**config.mk**
```make
export PLATFORM = sky130hd
export DESIGN_NAME = pbf_framer
export DESIGN_NICKNAME = d
export VERILOG_FILES = /design/src/pbf_pkg.sv /design/src/pbf_framer.sv
export SDC_FILE = /design/constraint.sdc
export NUM_CORES = 1
export LEC_CHECK = 0
export BUFFER_PORTS_ARGS = -buffer_cell sky130_fd_sc_hd__buf_2
export CORE_ASPECT_RATIO = 1.4
export CORE_MARGIN = 2
export CORE_UTILIZATION = 38
export DETAILED_ROUTE_END_ITERATION = 10
export PLACE_DENSITY_LB_ADDON = 0.3
export REMOVE_ABC_BUFFERS = 1
export SETUP_SLACK_MARGIN = 0.1
export SLEW_MARGIN = 15
export SYNTH_ARGS = -nofsm -noshare
export SYNTH_HDL_FRONTEND = slang
export SYNTH_SLANG_ARGS = --single-unit
```
**constraint.sdc**
```tcl
create_clock -name i_core_clk -period 5.2 [get_ports i_core_clk]
set_input_delay 0.78 -clock i_core_clk [delete_from_list [all_inputs] [get_ports i_core_clk]]
set_output_delay 0.78 -clock i_core_clk [all_outputs]
set_load 0.01 [all_outputs]
```
**src/pbf_pkg.sv**
```systemverilog
// Package: constants and carrier types for the packet bus framer
package pbf_pkg;
  localparam int PBF_DW = 32;
  localparam int PBF_CHW = 8;
  localparam int PBF_AW = 4;
  // Register word offsets
  localparam logic [3:0] PBF_REG_STATUS = 4'h0;
  localparam logic [3:0] PBF_REG_MASK = 4'h1;
  localparam logic [3:0] PBF_REG_THRESH = 4'h2;
  localparam logic [3:0] PBF_REG_BMAX = 4'h3;
  localparam logic [3:0] PBF_REG_LEVEL = 4'h4;
  localparam logic [3:0] PBF_REG_BCWCNT = 4'h5;
  // Status bit positions
  localparam int PBF_ST_TXOVF = 0;
  localparam int PBF_ST_TXUNF = 1;
  localparam int PBF_ST_TXBURST = 2;
  localparam int PBF_ST_RXERR = 3;
  localparam int PBF_ST_RXOVF = 4;
  localparam int PBF_NST = 5;
  // Reset values and the unmapped read value
  localparam logic [7:0] PBF_THRESH_RST = 8'h0C;
  localparam logic [7:0] PBF_BMAX_RST = 8'h40;
  localparam logic [4:0] PBF_MASK_RST = 5'h00;
  localparam logic [31:0] PBF_UNMAPPED = 32'h00000000;

  typedef struct packed {
    logic valid;
    logic sop;
    logic eop;
    logic [PBF_CHW-1:0] chan;
    logic [PBF_DW-1:0] data;
  } pbf_beat_type;

  typedef struct packed {
    logic valid;
    logic sop;
    logic eop;
    logic err;
    logic [PBF_DW-1:0] data;
  } pbf_rxout_type;

  typedef struct packed {
    logic wr;
    logic rd;
    logic [PBF_AW-1:0] addr;
    logic [31:0] wdata;
  } pbf_reg_req_type;
endpackage

```
**src/pbf_framer.sv**
```systemverilog
// Packet bus framer: tx buffer flow control, burst control words, rx marking
`timescale 1ns/1ps
`default_nettype none
module pbf_framer
  import pbf_pkg::*;
#(
  parameter int TX_DEPTH = 16,
  parameter int RX_DEPTH = 16
)(
  input wire logic i_core_clk,
  input wire logic i_rst,
  input wire pbf_beat_type i_tx_beat,
  input wire logic i_tx_bcw_force,
  input wire logic [7:0] i_tx_thresh,
  input wire logic i_lane_ready,
  output logic o_tx_backpressure,
  output logic o_tx_overflow,
  output logic o_tx_lane_valid,
  output logic [PBF_DW-1:0] o_tx_lane_data,
  output logic o_tx_lane_bcw,
  input wire pbf_beat_type i_rx_lane_beat,
  input wire logic i_rx_ready,
  output pbf_rxout_type o_rx_beat,
  input wire pbf_reg_req_type i_reg,
  output logic [31:0] o_reg_rdata,
  output logic o_irq
);
  localparam int TAW = $clog2(TX_DEPTH);
  localparam int RAW = $clog2(RX_DEPTH);

  typedef struct packed {
    // Buffer pointers, each with a wrap bit above the index
    logic [TAW:0] twp;
    logic [TAW:0] trp;
    logic [RAW:0] rwp;
    logic [RAW:0] rrp;
    logic [7:0] bcount;
    logic [PBF_CHW-1:0] last_chan;
    logic in_tx_pkt;
    logic in_rx_pkt;
    logic rx_bad;
    // Software visible state
    logic [PBF_NST-1:0] status;
    logic [PBF_NST-1:0] mask;
    logic [7:0] thresh_sw;
    logic [7:0] bmax;
    logic [15:0] bcw_cnt;
    // Registered outputs
    logic bp;
    logic ovf;
    logic lane_valid;
    logic [PBF_DW-1:0] lane_data;
    logic lane_bcw;
    pbf_rxout_type rxo;
    logic [31:0] rdata;
    logic irq;
  } pbf_state_type;

  // One receive buffer word: markers and the error mark travel with data
  typedef struct packed {
    logic sop;
    logic eop;
    logic err;
    logic [PBF_DW-1:0] data;
  } pbf_rxword_type;

  pbf_state_type st_r;
  pbf_state_type st_nxt;
  logic [PBF_DW-1:0] tx_mem [TX_DEPTH];
  pbf_rxword_type rx_mem [RX_DEPTH];
  logic lane_rdy_meta_r;
  logic lane_rdy_sync_r;

  // Pointers carry a wrap bit, but the difference is taken in 8 bits, so it is the fill level
  // only at depth 128; smaller depths misread once the write pointer wraps ahead of the read
  function automatic logic [7:0] fill_of(
    input logic [7:0] w,
    input logic [7:0] r
  );
    fill_of = 8'(w - r);
  endfunction

  // How many control word causes line up in one cycle; more than one is
  // a scheduling error on the user side
  function automatic logic [2:0] trig_count(
    input logic a,
    input logic b,
    input logic c,
    input logic d
  );
    trig_count = 3'(a) + 3'(b) + 3'(c) + 3'(d);
  endfunction

  // Read mux for the register port; unmapped words read as zero
  // Level word packs both fills so software sees them in one read
  function automatic logic [31:0] reg_read(
    input logic [PBF_AW-1:0] addr,
    input logic [PBF_NST-1:0] status,
    input logic [PBF_NST-1:0] mask,
    input logic [7:0] thresh,
    input logic [7:0] bmax,
    input logic [7:0] rfill,
    input logic [7:0] tfill,
    input logic [15:0] bcw_cnt
  );
    case (addr)
      PBF_REG_STATUS: reg_read = 32'(status);
      PBF_REG_MASK: reg_read = 32'(mask);
      PBF_REG_THRESH: reg_read = 32'(thresh);
      PBF_REG_BMAX: reg_read = 32'(bmax);
      PBF_REG_LEVEL: reg_read = {16'h0000, rfill, tfill};
      PBF_REG_BCWCNT: reg_read = 32'(bcw_cnt);
      default: reg_read = PBF_UNMAPPED;
    endcase
  endfunction

  // Set wins over a same-cycle clear so no event is ever lost
  function automatic logic [PBF_NST-1:0] status_next(
    input logic [PBF_NST-1:0] cur,
    input logic [PBF_NST-1:0] clr,
    input logic [PBF_NST-1:0] set
  );
    status_next = (cur & ~clr) | set;
  endfunction

  // Bytes since the last control word; a new word restarts the count
  function automatic logic [7:0] bcount_next(
    input logic bcw,
    input logic [7:0] cur
  );
    bcount_next = bcw ? 8'h04 : 8'(cur + 8'h04);
  endfunction

  // A start marker inside a packet, or data with none, means a lost marker
  function automatic logic marker_fault(
    input logic sop,
    input logic in_pkt
  );
    marker_fault = sop == in_pkt;
  endfunction

  // Lane ready arrives from the serializer side; synchronise first
  always_ff @(posedge i_core_clk or posedge i_rst)
  begin
    if (i_rst)
    begin
      lane_rdy_meta_r <= 1'b0;
      lane_rdy_sync_r <= 1'b0;
    end
    else
    begin
      lane_rdy_meta_r <= i_lane_ready;
      lane_rdy_sync_r <= lane_rdy_meta_r;
    end
  end

  logic [7:0] tfill;
  logic [7:0] rfill;
  logic [7:0] limit;
  logic tx_full;
  logic tx_empty;
  logic tx_push;
  logic tx_pop;
  logic rx_full;
  logic rx_push;
  logic rx_pop;
  logic trig_sop;
  logic trig_chan;
  logic trig_bmax;
  logic [2:0] ntrig;
  logic bcw_now;
  logic rx_merge_err;
  logic [PBF_NST-1:0] ev;
  logic [PBF_NST-1:0] w1c;
  pbf_rxword_type rx_word;
  // Word at the read pointer, shown before it is popped
  pbf_rxword_type rx_head;

  always_comb
  begin
    st_nxt = st_r;
    tfill = fill_of(8'(st_r.twp), 8'(st_r.trp));
    rfill = fill_of(8'(st_r.rwp), 8'(st_r.rrp));
    tx_full = tfill >= 8'(TX_DEPTH);
    tx_empty = tfill == 8'h00;
    rx_full = rfill >= 8'(RX_DEPTH);
    // Zero threshold input falls back to the software copy
    limit = (i_tx_thresh != 8'h00) ? i_tx_thresh : st_r.thresh_sw;
    tx_push = i_tx_beat.valid && !tx_full;
    tx_pop = lane_rdy_sync_r && !tx_empty;
    ev = '0;
    // Overflowed beats are dropped, never overwrite queued data
    ev[PBF_ST_TXOVF] = i_tx_beat.valid && tx_full;
    // Lane asks while the buffer is dry mid-packet
    ev[PBF_ST_TXUNF] = lane_rdy_sync_r && tx_empty && st_r.in_tx_pkt;
    trig_sop = i_tx_beat.valid && i_tx_beat.sop;
    trig_chan = i_tx_beat.valid && st_r.in_tx_pkt &&
                i_tx_beat.chan != st_r.last_chan;
    trig_bmax = i_tx_beat.valid && st_r.bcount >= st_r.bmax;
    ntrig = trig_count(trig_sop, trig_chan, trig_bmax, i_tx_bcw_force);
    bcw_now = ntrig != 3'h0;
    // Two triggers in one cycle, or a beat sent under backpressure, breaks scheduling
    ev[PBF_ST_TXBURST] = ntrig > 3'h1 ||
                         (i_tx_beat.valid && st_r.bp);

    if (tx_push)
    begin
      st_nxt.twp = st_r.twp + 1'b1;
      st_nxt.last_chan = i_tx_beat.chan;
      st_nxt.in_tx_pkt = !i_tx_beat.eop;
      st_nxt.bcount = bcount_next(bcw_now, st_r.bcount);
    end
    if (bcw_now)
    begin
      st_nxt.bcw_cnt = st_r.bcw_cnt + 16'h0001;
    end

    st_nxt.lane_valid = tx_pop;
    // Pulse marks the cycle after the trigger, not a particular data word
    st_nxt.lane_bcw = bcw_now;
    if (tx_pop)
    begin
      st_nxt.trp = st_r.trp + 1'b1;
      st_nxt.lane_data = tx_mem[st_r.trp[TAW-1:0]];
    end
    // Uses last cycle's fill, so the flag trails a write by one clock
    st_nxt.bp = tfill >= limit;
    st_nxt.ovf = st_r.ovf || ev[PBF_ST_TXOVF];

    rx_merge_err = 1'b0;
    rx_push = i_rx_lane_beat.valid && !rx_full;
    ev[PBF_ST_RXOVF] = i_rx_lane_beat.valid && rx_full;
    if (i_rx_lane_beat.valid)
    begin
      // Sop inside packet: merge into current packet; missing sop: beat opens a new packet
      rx_merge_err = marker_fault(i_rx_lane_beat.sop, st_r.in_rx_pkt);
      st_nxt.in_rx_pkt = !i_rx_lane_beat.eop;
      st_nxt.rx_bad = i_rx_lane_beat.eop ? 1'b0 :
                      (st_r.rx_bad || rx_merge_err || ev[PBF_ST_RXOVF]);
    end
    // Error mark is stored per word so it leaves with its own beat
    rx_word.sop = !st_r.in_rx_pkt;
    rx_word.eop = i_rx_lane_beat.eop;
    rx_word.err = st_r.rx_bad || rx_merge_err;
    rx_word.data = i_rx_lane_beat.data;
    if (rx_push)
      st_nxt.rwp = st_r.rwp + 1'b1;

    rx_pop = i_rx_ready && (rfill != 8'h00);
    rx_head = rx_mem[st_r.rrp[RAW-1:0]];
    st_nxt.rxo = '0;
    if (rx_pop)
    begin
      st_nxt.rrp = st_r.rrp + 1'b1;
      st_nxt.rxo.valid = 1'b1;
      st_nxt.rxo.sop = rx_head.sop;
      st_nxt.rxo.eop = rx_head.eop;
      st_nxt.rxo.data = rx_head.data;
      st_nxt.rxo.err = rx_head.err;
    end
    ev[PBF_ST_RXERR] = rx_merge_err;

    w1c = '0;
    st_nxt.rdata = PBF_UNMAPPED;
    if (i_reg.wr)
    begin
      case (i_reg.addr)
        PBF_REG_STATUS: w1c = i_reg.wdata[PBF_NST-1:0];
        PBF_REG_MASK: st_nxt.mask = i_reg.wdata[PBF_NST-1:0];
        PBF_REG_THRESH: st_nxt.thresh_sw = i_reg.wdata[7:0];
        // Burst max is only meant to move while the link is idle
        PBF_REG_BMAX: st_nxt.bmax = i_reg.wdata[7:0];
        default: w1c = '0;
      endcase
    end
    if (i_reg.rd)
    begin
      st_nxt.rdata = reg_read(i_reg.addr, st_r.status, st_r.mask,
        st_r.thresh_sw, st_r.bmax, rfill, tfill, st_r.bcw_cnt);
    end

    st_nxt.status = status_next(st_r.status, w1c, ev);
    st_nxt.irq = |(st_nxt.status & st_nxt.mask);
  end

  always_ff @(posedge i_core_clk or posedge i_rst)
  begin
    if (i_rst)
    begin
      st_r <= '0;
      st_r.thresh_sw <= PBF_THRESH_RST;
      st_r.bmax <= PBF_BMAX_RST;
      st_r.mask <= PBF_MASK_RST;
    end
    else
      st_r <= st_nxt;
  end

  // Buffer storage has no reset; pointers guard stale words
  always_ff @(posedge i_core_clk)
  begin
    // Tx words hold data only; markers are consumed at the write side
    if (tx_push)
    begin
      tx_mem[st_r.twp[TAW-1:0]] <= i_tx_beat.data;
    end
    if (rx_push)
    begin
      rx_mem[st_r.rwp[RAW-1:0]] <= rx_word;
    end
  end

  assign o_tx_backpressure = st_r.bp;
  assign o_tx_overflow = st_r.ovf;
  assign o_tx_lane_valid = st_r.lane_valid;
  assign o_tx_lane_data = st_r.lane_data;
  assign o_tx_lane_bcw = st_r.lane_bcw;
  assign o_rx_beat = st_r.rxo;
  assign o_reg_rdata = st_r.rdata;
  assign o_irq = st_r.irq;
endmodule
`default_nettype wire

```
Yosys cells after proc, flatten, opt, wreduce, memory -nomap -nowiden

Memory sizes are Yosys's and may differ from the RTL's. A register that Yosys moved wholly into a read port is not among the register bits.
Index checks and enable logic that the tools add are counted.

Add/sub/neg operators: 11
Order comparisons: 5
Equal/unequal tests: 7
Mux-type cells: 17
Bitwise operators: 4
Reductions and logical operators: 32

Operators with widths:

| operator                                                                             | count |
|---|---|
| 16-bit case mux with 6 select lines                                                  | 1 |
| 36-bit two-way mux                                                                   | 1 |
| 8-bit two-way mux                                                                    | 4 |
| 21-bit two-way mux                                                                   | 1 |
| 5-bit by 1-bit adder with 5-bit output (second input constant)                       | 4 |
| 16-bit by 1-bit adder with 16-bit output (second input constant)                     | 1 |
| 8-bit by 5-bit greater-or-equal comparator with 1-bit output (second input constant) | 2 |
| 8-bit greater-or-equal comparator                                                    | 2 |
| 16-bit two-way mux                                                                   | 1 |
| 8-bit nonzero test                                                                   | 2 |
| 5-bit two-way mux                                                                    | 3 |
| 1-bit logical AND                                                                    | 13 |
| 5-bit by 5-bit subtractor with 6-bit output                                          | 2 |
| 5-bit AND                                                                            | 2 |
| 8-bit by 3-bit adder with 8-bit output (second input constant)                       | 1 |
| 4-bit by 2-bit == test with 1-bit output (second input constant)                     | 2 |
| 4-bit by 3-bit == test with 1-bit output (second input constant)                     | 2 |
| 8-bit zero test                                                                      | 1 |
| 8-bit inequality test                                                                | 1 |
| 1-bit zero test                                                                      | 6 |
| 1-bit two-way mux                                                                    | 6 |
| 1-bit logical OR                                                                     | 5 |
| 5-bit inverter                                                                       | 1 |
| 5-bit bitwise OR                                                                     | 1 |
| 10 further kinds                                                                     | 11 |

Bits in registers: 156
RAM bits: 1072
Memories kept: 2

Memory list:

| name   | words | bits a word | rd ports | clocked after memory_dff | write ports | line             | RTL |
|---|---|---|---|---|---|---|---|
| rx_mem | 16    | 35          | 1        | 0                        | 1           | pbf_framer.sv:70 | `pbf_rxword_type rx_mem [RX_DEPTH];` |
| tx_mem | 16    | 32          | 1        | 1                        | 1           | pbf_framer.sv:69 | `logic [PBF_DW-1:0] tx_mem [TX_DEPTH];` |

Depth between registers and ports, before layout

Gate-level depths: netlist of run 1.

Word-level depth: 10
Gate-level depth with buffers: 18

Worst setup path before layout of run 1

No wires, ideal clock.

Path type: reg-to-reg
From: register st_r[168] in the netlist's numbering
To: memory rx_mem[3][0] in the netlist's numbering (enable)
Setup time: 471 ps
Arrival time: 4975 ps
Data required time: 4729 ps
Setup slack: -246 ps
Stages on the path, launching flop included: 11
Path buffers: 2
Period minus slack after synthesis: 5446 ps
Path through: dfrtp_1 > inv_2 > buf_1 > ha_1 > nor2b_1 > o21ai_0 > nor3b_1 > o221a_2 > clkbuf_1 > nand2_1 > nor3_1

Word-level cells in the longest chain between the ends: 6

Ends and longest elaborated chain:

| item                                                         | line              | RTL |
|---|---|---|
| start, declared                                              | pbf_framer.sv:67  | `pbf_state_type st_r;` |
| start signal, assigned                                       | pbf_framer.sv:296 | `st_r <= st_nxt;` |
| 5-bit by 5-bit subtractor with 6-bit output                  | pbf_framer.sv:80  | `fill_of = 8'(w - r);` |
| 8-bit by 5-bit greater-or-equal comparator with 1-bit output | pbf_framer.sv:186 | `rx_full = rfill >= 8'(RX_DEPTH);` |
| 1-bit zero test                                              | pbf_framer.sv:231 | `rx_push = i_rx_lane_beat.valid && !rx_full;` |
| 1-bit logical AND                                            | pbf_framer.sv:231 |  |
| 1-bit two-way mux                                            | pbf_framer.sv:307 | `if (rx_push)` |
| 1-bit two-way mux (implied by the code)                      | pbf_framer.sv:309 | `rx_mem[st_r.rwp[RAW-1:0]] <= rx_word;` |
| end, declared                                                | pbf_framer.sv:70  |  |

Every way passes these cells.

Final worst setup path of run 1

From: register st_r[123] in the netlist's numbering
To: register st_r[119] in the netlist's numbering

Word-level cells in the longest chain between the ends: 5

Ends and longest elaborated chain:

| item                                   | line              | RTL |
|---|---|---|
| 8-bit greater-or-equal comparator      | pbf_framer.sv:199 | `trig_bmax = i_tx_beat.valid && st_r.bcount >= st_r.bmax;` |
| 1-bit logical AND                      | pbf_framer.sv:199 |  |
| 2-bit by 1-bit adder with 3-bit output | pbf_framer.sv:91  | `trig_count = 3'(a) + 3'(b) + 3'(c) + 3'(d);` |
| 3-bit by 1-bit adder with 3-bit output | pbf_framer.sv:91  |  |
| 3-bit nonzero test                     | pbf_framer.sv:201 | `bcw_now = ntrig != 3'h0;` |
| net bcw_now                            | pbf_framer.sv:171 | `logic bcw_now;` |

The timed path passes the listed nets, and every way through them passes these cells.
A chain may end at the register's enable or synchronous reset.

==> reports/qor.txt, run 1 <==
outcome: complete, no violations
RSZ-0062 raised after global routing: no
critical-path cell list: inv_1, ha_1, a21oi_1, nor2b_1, o21ai_0, a21o_1, a21oi_1, fa_1, ha_1, inv_1, ha_1, nor3_2, clkinv_1, and4_1, nand2_1, nor2_1, nand4_1, xnor2_1
Worst path most repeated cell: ha_1
Critical Path RT: 5.85 ns
commonest non-fill, non-tap cell in the layout: edfxtp_1
Reg clk slew, reported paths: 0.07 ns
Yosys top cell area share: 65.9%
slew margin rel.: 26.0%
f_max: 230 MHz
Final Cycle Share: 83.5%
Tmin final: 4.34 ns
IO buf count: 193
Hold WS: 0.179 ns
TritonCTS buffer count: 115
Hold Vio Cnt, Final: 0
Post-Synthesis Cells: 2,283
core area: 127,000 µm²
Hold Buf Count CTS: 0
drt pass-1 iters: 5
Post-synth EDFFs: 1,072
Post CTS Setup Buffer Count: 0
clock skew: 0.0326 ns
clock sinks: 1,242
antenna violations before repair: 14
most frequent cells in the layout: edfxtp_1 (1,072), mux4_2 (335), buf_2 (193)
Post-CTS Resized: 0
Design Area, Final: 55,200 µm²
Bufs and invs on worst path: 3
endpoint class of the critical path: register
Ports: 242
crit path launch type: register
P per Cell Area: 498 nW/µm²
DP Wirelength: 64,200 µm
Synth cell types: 69
Fill cells: 10.9k
Placed Cells: 3,998
Multi-input gate area: 11,200 µm²
sequential area share after synthesis: 74.6%
top_reg_cell synth: edfxtp_1
routability-driven placement congestion ratio: 0.786
Async SR Flop Fraction: 13.7%
deepest clock path buffer count: 3
Mean Syn Cell Area: 21.4 µm²
TNS Setup: 0 ns
Starting Density: 38.3%
Die Area: 131,000 µm²
total grt overflow: 0
CP max FO: 9
VDD IR max: 0.314 mV
dpl cell area: 51,500 µm²
Tightest Hold Check Type: in2async
post-synthesis cell type with the largest combined area: edfxtp_1
top area cells in the synthesized netlist: edfxtp_1 (66%), mux4_2 (15%), dfrtp_1 (8.6%), buf_4 (1.5%), mux2_2 (1.2%)
die boundary height: 428 µm
Max Cap Viol: 0
Final Max Tran Viols: 0
vias in the first global route: 24.1k
nets@finish: 2,646
FF/Latch Area: 36,500 µm²
Least-Margin Pin Slew: 1.10 ns
drt total wl: 113,000 µm
CP top delay family: simple AND/OR/NAND/NOR gates
Arrival @ worst endpoint: 5.00 ns
Via Count: 22.6k
kind of critical path: reg2reg
layout cells sized above 1: 34.1%
Final Setup Violations: 0
Netlist Area Pre-Place: 48,800 µm²
Warnings, synthesis: 0
Power Total: 27.5 mW
Non-Filler Instances: 4,218
P&R area growth vs syn: 13.0%
die width: 307 µm
Crit-path slowest cell: nor3_2
Root Driver: clkbuf_16
CP peak stage delay: 0.58 ns
residual DRC count: 0
worst skew pair latency: 0.73 ns
# rows: 155
flops & latches, synth: 1,242
first-pass GRT wire length: 165,000 µm
initial DRC count: 2,269
Via-to-Cell Ratio: 5.36
largest net degree at the start of global routing: 106
H-tree depth: 3
Leak: 18.5 nW
wire length per cell: 26.7 µm
Routed Antenna Nets: 0
CTS tree: yes
GRT Util Overall: 17.2%
metal layers:
layer,track usage (%),vias up,part of all wire [%]
li1,-,9577,-
met1,21.6,12100,40
met2,30.0,701,52
met3,3.68,168,6.5
met4,4.76,16,2.1
met5,0,-,0.085
worst reg2reg max path: cells and delay by family, from the launching register on:
| family | cells | cell delay [ns] |
|---|---|---|
| AOI/OAI and AO/OA | 4 | 0.63 |
| adders and majority gates | 4 | 1.23 |
| xor gates and xnor gates | 1 | 0.12 |
| buffers and inverters | 3 | 0.56 |
| DFF | 1 | 0.38 |
| and+or+nand+nor | 6 | 1.37 |
flip-flops by register name, summed over array words and instances, names as in the netlist:
register,flops
tx_mem,512
o_irq,1
o_tx_lane_bcw,1
o_rx_beat,36
o_tx_backpressure,1
o_tx_lane_valid,1
lane_rdy_sync_r,1
o_reg_rdata,16
rx_mem,560
o_tx_lane_data,32
st_r,79
lane_rdy_meta_r,1
o_tx_overflow,1
cell usage after synthesis (2+ instances only):
library cell and number:
a21bo_2 2, a21boi_0 5, a21o_1 2, a21oi_1 28, a222oi_1 5, a22oi_1 10, a31oi_1 6, and2_1 8
and3_1 25, buf_1 15, buf_2 21, buf_4 100, buf_6 12, clkbuf_1 50, dfrtp_1 167, dfstp_2 3
edfxtp_1 1072, fa_1 3, ha_1 39, inv_1 26, inv_2 3, mux2_2 53, mux4_2 335, nand2_1 64
nand2b_1 6, nand3_1 24, nand4_1 6, nor2_1 35, nor2b_1 40, nor3_1 5, nor3b_1 6, nor4_1 3
o2111ai_1 2, o211ai_1 2, o21a_1 2, o21ai_0 20, or3_1 3, or4_1 3, xnor2_1 25, xor2_1 18
per-stage QoR:
stage	setup WS [ns]	util, %
2_1_floorplan	-5.27	-
3_3_place_gp	0.826	40.4
3_5_place_dp	0.778	40.4
4_1_cts	0.842	43.3
5_1_grt	0.594	43.3
6_report	0.858	43.3
report_power, final:
part	leakage (nW)	total (mW)	switching, mW	internal, mW
clock network	1.85	8.34	3.67	4.68
logic	4.90	7.15	3.45	3.69
registers	11.7	12.0	0.555	11.5
total	18.5	27.5	7.68	19.8
path summary, 6_finish.rpt:
check	cells past startpoint	endpoint	start	slack (ns)
max	18	st_r[119]$_DFFE_PP0N_	st_r[123]$_DFFE_PP0P_	0.86
min	2	o_rx_beat[13]$_DFF_PP0_	i_rst	0.18
max reg2reg	18	st_r[119]$_DFFE_PP0N_	st_r[123]$_DFFE_PP0P_	0.86
min reg2reg	0	lane_rdy_sync_r$_DFF_PP0_	lane_rdy_meta_r$_DFF_PP0_	0.36
max in group asynchronous	3	st_r[167]$_DFFE_PP0P_	i_rst	3.77
min in group i_core_clk	1	lane_rdy_meta_r$_DFF_PP0_	i_lane_ready	0.24
kinds of logic (layout without fill, tap and decap cells):
logic type / after synthesis / after routing / synth area share, %
compound gates: 97 / 97 / 1.34
xor+xnor: 43 / 43 / 0.771
other cells: 1 / 17 / 0.00768
simple gates: 239 / 239 / 2.61
fa+ha+maj: 42 / 42 / 1.12
mux: 391 / 391 / 16.7
flops: 1242 / 1242 / 74.6
buf+inv: 228 / 499 / 2.76
final cells by class:
class | instances | area share [%]
clock buffer | 151 | 5.72
antenna | 1 | 0.00453
multi-input combinational | 828 | 20.2
inverter | 30 | 0.218
sequential | 1242 | 66.1
tap | 1648 | 3.74
timing repair buffer | 250 | 2.96
clock inverter | 68 | 1.06
No activity file was read; power rests on OpenSTA's default activity.
==> run 2: changes to the inputs <==
==> constraint.sdc (replaced) <==
create_clock -name i_core_clk -period 3.5 [get_ports i_core_clk]
set_input_delay 0.525 -clock i_core_clk [delete_from_list [all_inputs] [get_ports i_core_clk]]
set_output_delay 0.525 -clock i_core_clk [all_outputs]
set_load 0.01 [all_outputs]
==> reports/qor.txt, run 2 (synthesis results as in run 1) <==
outcome: complete, no violations
nets@finish: 2,684
Tmin final: 3.24 ns
Design Area, Final: 55,900 µm²
Via-to-Cell Ratio: 5.43
P per Cell Area: 746 nW/µm²
kind of critical path: reg2reg
Final Setup Violations: 0
reg2reg start: st_r[160]$_DFFE_PP0P_
die boundary height: 428 µm
clock sinks: 1,242
crit path launch type: register
WHS Path Cells: 3
Worst path most repeated cell: ha_1
reg2reg end: st_r[118]$_DFFE_PP0N_
Placed Cells: 4,024
Max Cap Viol: 0
total grt overflow: 0
Via Count: 23.1k
slew margin rel.: 23.3%
Critical Path RT: 4.08 ns
Routed Antenna Nets: 0
routability-driven placement congestion ratio: 0.838
drt pass-1 iters: 5
layout cells sized above 1: 35.0%
Die Area: 131,000 µm²
clock skew: 0.0186 ns
Sw Share: 27.6%
f_max: 309 MHz
H-tree depth: 3
Non-Filler Instances: 4,257
Final Worst Setup Slack: 0.260 ns
dpl cell area: 51,900 µm²
initial DRC count: 2,046
vias in the first global route: 24.4k
Combinational Power Share: 27.2%
Final Cycle Share: 92.6%
RSZ-0062 raised after global routing: no
P&R area growth vs syn: 14.5%
Least-Margin Pin Slew: 1.15 ns
Reg clk slew, reported paths: 0.07 ns
CP max FO: 4
Ports: 242
Largest register FFs: 560
Final Max Tran Viols: 0
first-pass GRT wire length: 167,000 µm
Starting Density: 38.3%
most frequent cells in the layout: edfxtp_1 (1,072), mux4_2 (335), buf_2 (193)
Arrival @ worst endpoint: 3.82 ns
drt total wl: 115,000 µm
deepest clock path buffer count: 3
Root Driver: clkbuf_16
Worst Hold End: st_r[151]$_DFFE_PP0P_
# rows: 155
CP peak stage delay: 0.50 ns
Tightest Hold Check Type: in2reg
Clk network pwr share: 30.6%
antenna violations before repair: 16
internal power: 30.2 mW
core area: 127,000 µm²
Leak: 18.7 nW
r2r setup slk: 0.26 ns
sequential power share: 42.2%
wire length per cell: 27.0 µm
Hold Vio Cnt, Final: 0
die width: 307 µm
hold_sp: i_tx_beat[33]
DP Wirelength: 64,800 µm
Crit-path slowest cell: fa_1
worst skew pair latency: 0.70 ns
endpoint class of the critical path: register
Place WS: 0.0436 ns
IO buf count: 193
GRT Util Overall: 17.4%
Power Total: 41.7 mW
CTS tree: yes
largest net degree at the start of global routing: 132
VDD IR max: 0.769 mV
commonest non-fill, non-tap cell in the layout: edfxtp_1
switching pwr: 11.5 mW
critical-path cell list: ha_1, a21oi_2, nor2b_1, o21ai_1, a21o_1, a21oi_1, fa_1, ha_2, inv_1, ha_1, nor3_4, buf_4, nor2_2, nand3_2, nor2_4, nand3_1, xnor2_1
Hold WS: 0.0611 ns
residual DRC count: 0
TritonCTS buffer count: 117
Worst R2R Path Depth: 17
## run 2: changes by cell type in the layout (fill, tap and decap cells not counted), moves of 2 or more
cell	previous run	this run
buf_12	19	37
buf_4	38	47
bufinv_16	8	13
clkbuf_1	23	27
clkbuf_16	116	119
clkinv_1	18	15
clkinv_2	28	19
clkinvlp_4	3	12
diode_2	1	4
dlygate4sd3_1	0	8
inv_6	9	2
nor2_1	35	32
nor2_4	0	2
## run 2: metal layers
| metal | wire length [µm] | vias to the layer above | track usage (%) |
|---|---|---|---|
| li1 | - | 9659 | - |
| met1 | 44200 | 12400 | 22.0 |
| met2 | 60000 | 841 | 30.6 |
| met3 | 7590 | 177 | 2.97 |
| met4 | 2830 | 20 | 5.32 |
| met5 | 128 | - | 0 |
## run 2: worst max-delay path by stage
stage	endpoint	slack, ns	cells after the start	startpoint
CTS	st_r[119]$_DFFE_PP0N_	0.06	19	st_r[123]$_DFFE_PP0P_
global route	st_r[164]$_DFFE_PP0P_	0.10	15	st_r[123]$_DFFE_PP0P_
floorplan	tx_mem[7][0]$_DFFE_PP_	-6.97	8	st_r[176]$_DFFE_PP0P_
global placement	st_r[119]$_DFFE_PP0N_	-0.08	19	st_r[123]$_DFFE_PP0P_
finish	st_r[118]$_DFFE_PP0N_	0.26	17	st_r[160]$_DFFE_PP0P_
detailed placement	st_r[118]$_DFFE_PP0N_	0.04	18	st_r[123]$_DFFE_PP0P_
## run 2: what timing repair did
item / 4_1_cts / 5_1_grt
gates resized for setup: 3 / 15
cloned: 0 / 1
endpoints found under the hold margin: 20 / 0
hold buffers: 8 / 0
buffers inserted: 0 / 2
setup endpoints to repair: 9 / 49
pin swaps: 0 / 10
## run 2: final cells by class
cell class	count	area, µm²
diodes	4	10.0
multi-input cells	829	11200
repair buffers	285	2140
inverters	30	123
fillers	10800	71500
clock inverters	62	663
well taps	1648	2060
clock buffers	157	3230
flip-flops and latches	1242	36500
## run 2: power by group through the flow
stage               clock (mW)  sequential, mW  combinational (mW)
floorplan                    0            18.9                6.79
CTS                       13.0            17.6                11.5
finish                    12.8            17.6                11.4
detailed placement           0            17.9                11.4
global placement             0            17.8                11.2
global route              13.6            17.7                12.2
## run 2: per-stage QoR
stage	utilization [%]	TNS, ns
2_1_floorplan	-	-6248.42
3_3_place_gp	40.7	-0.335
3_5_place_dp	40.7	0
4_1_cts	43.8	0
5_1_grt	43.9	0
6_report	43.9	0
## run 2: worst max-delay path: cells and delay by family (launching register included)
| family | cells | cell delay [ns] |
|---|---|---|
| fa+ha+maj | 4 | 1.29 |
| simple gates | 6 | 0.66 |
| compound gates | 4 | 0.47 |
| flops | 1 | 0.38 |
| buf+inv | 2 | 0.18 |
| xor+xnor | 1 | 0.14 |
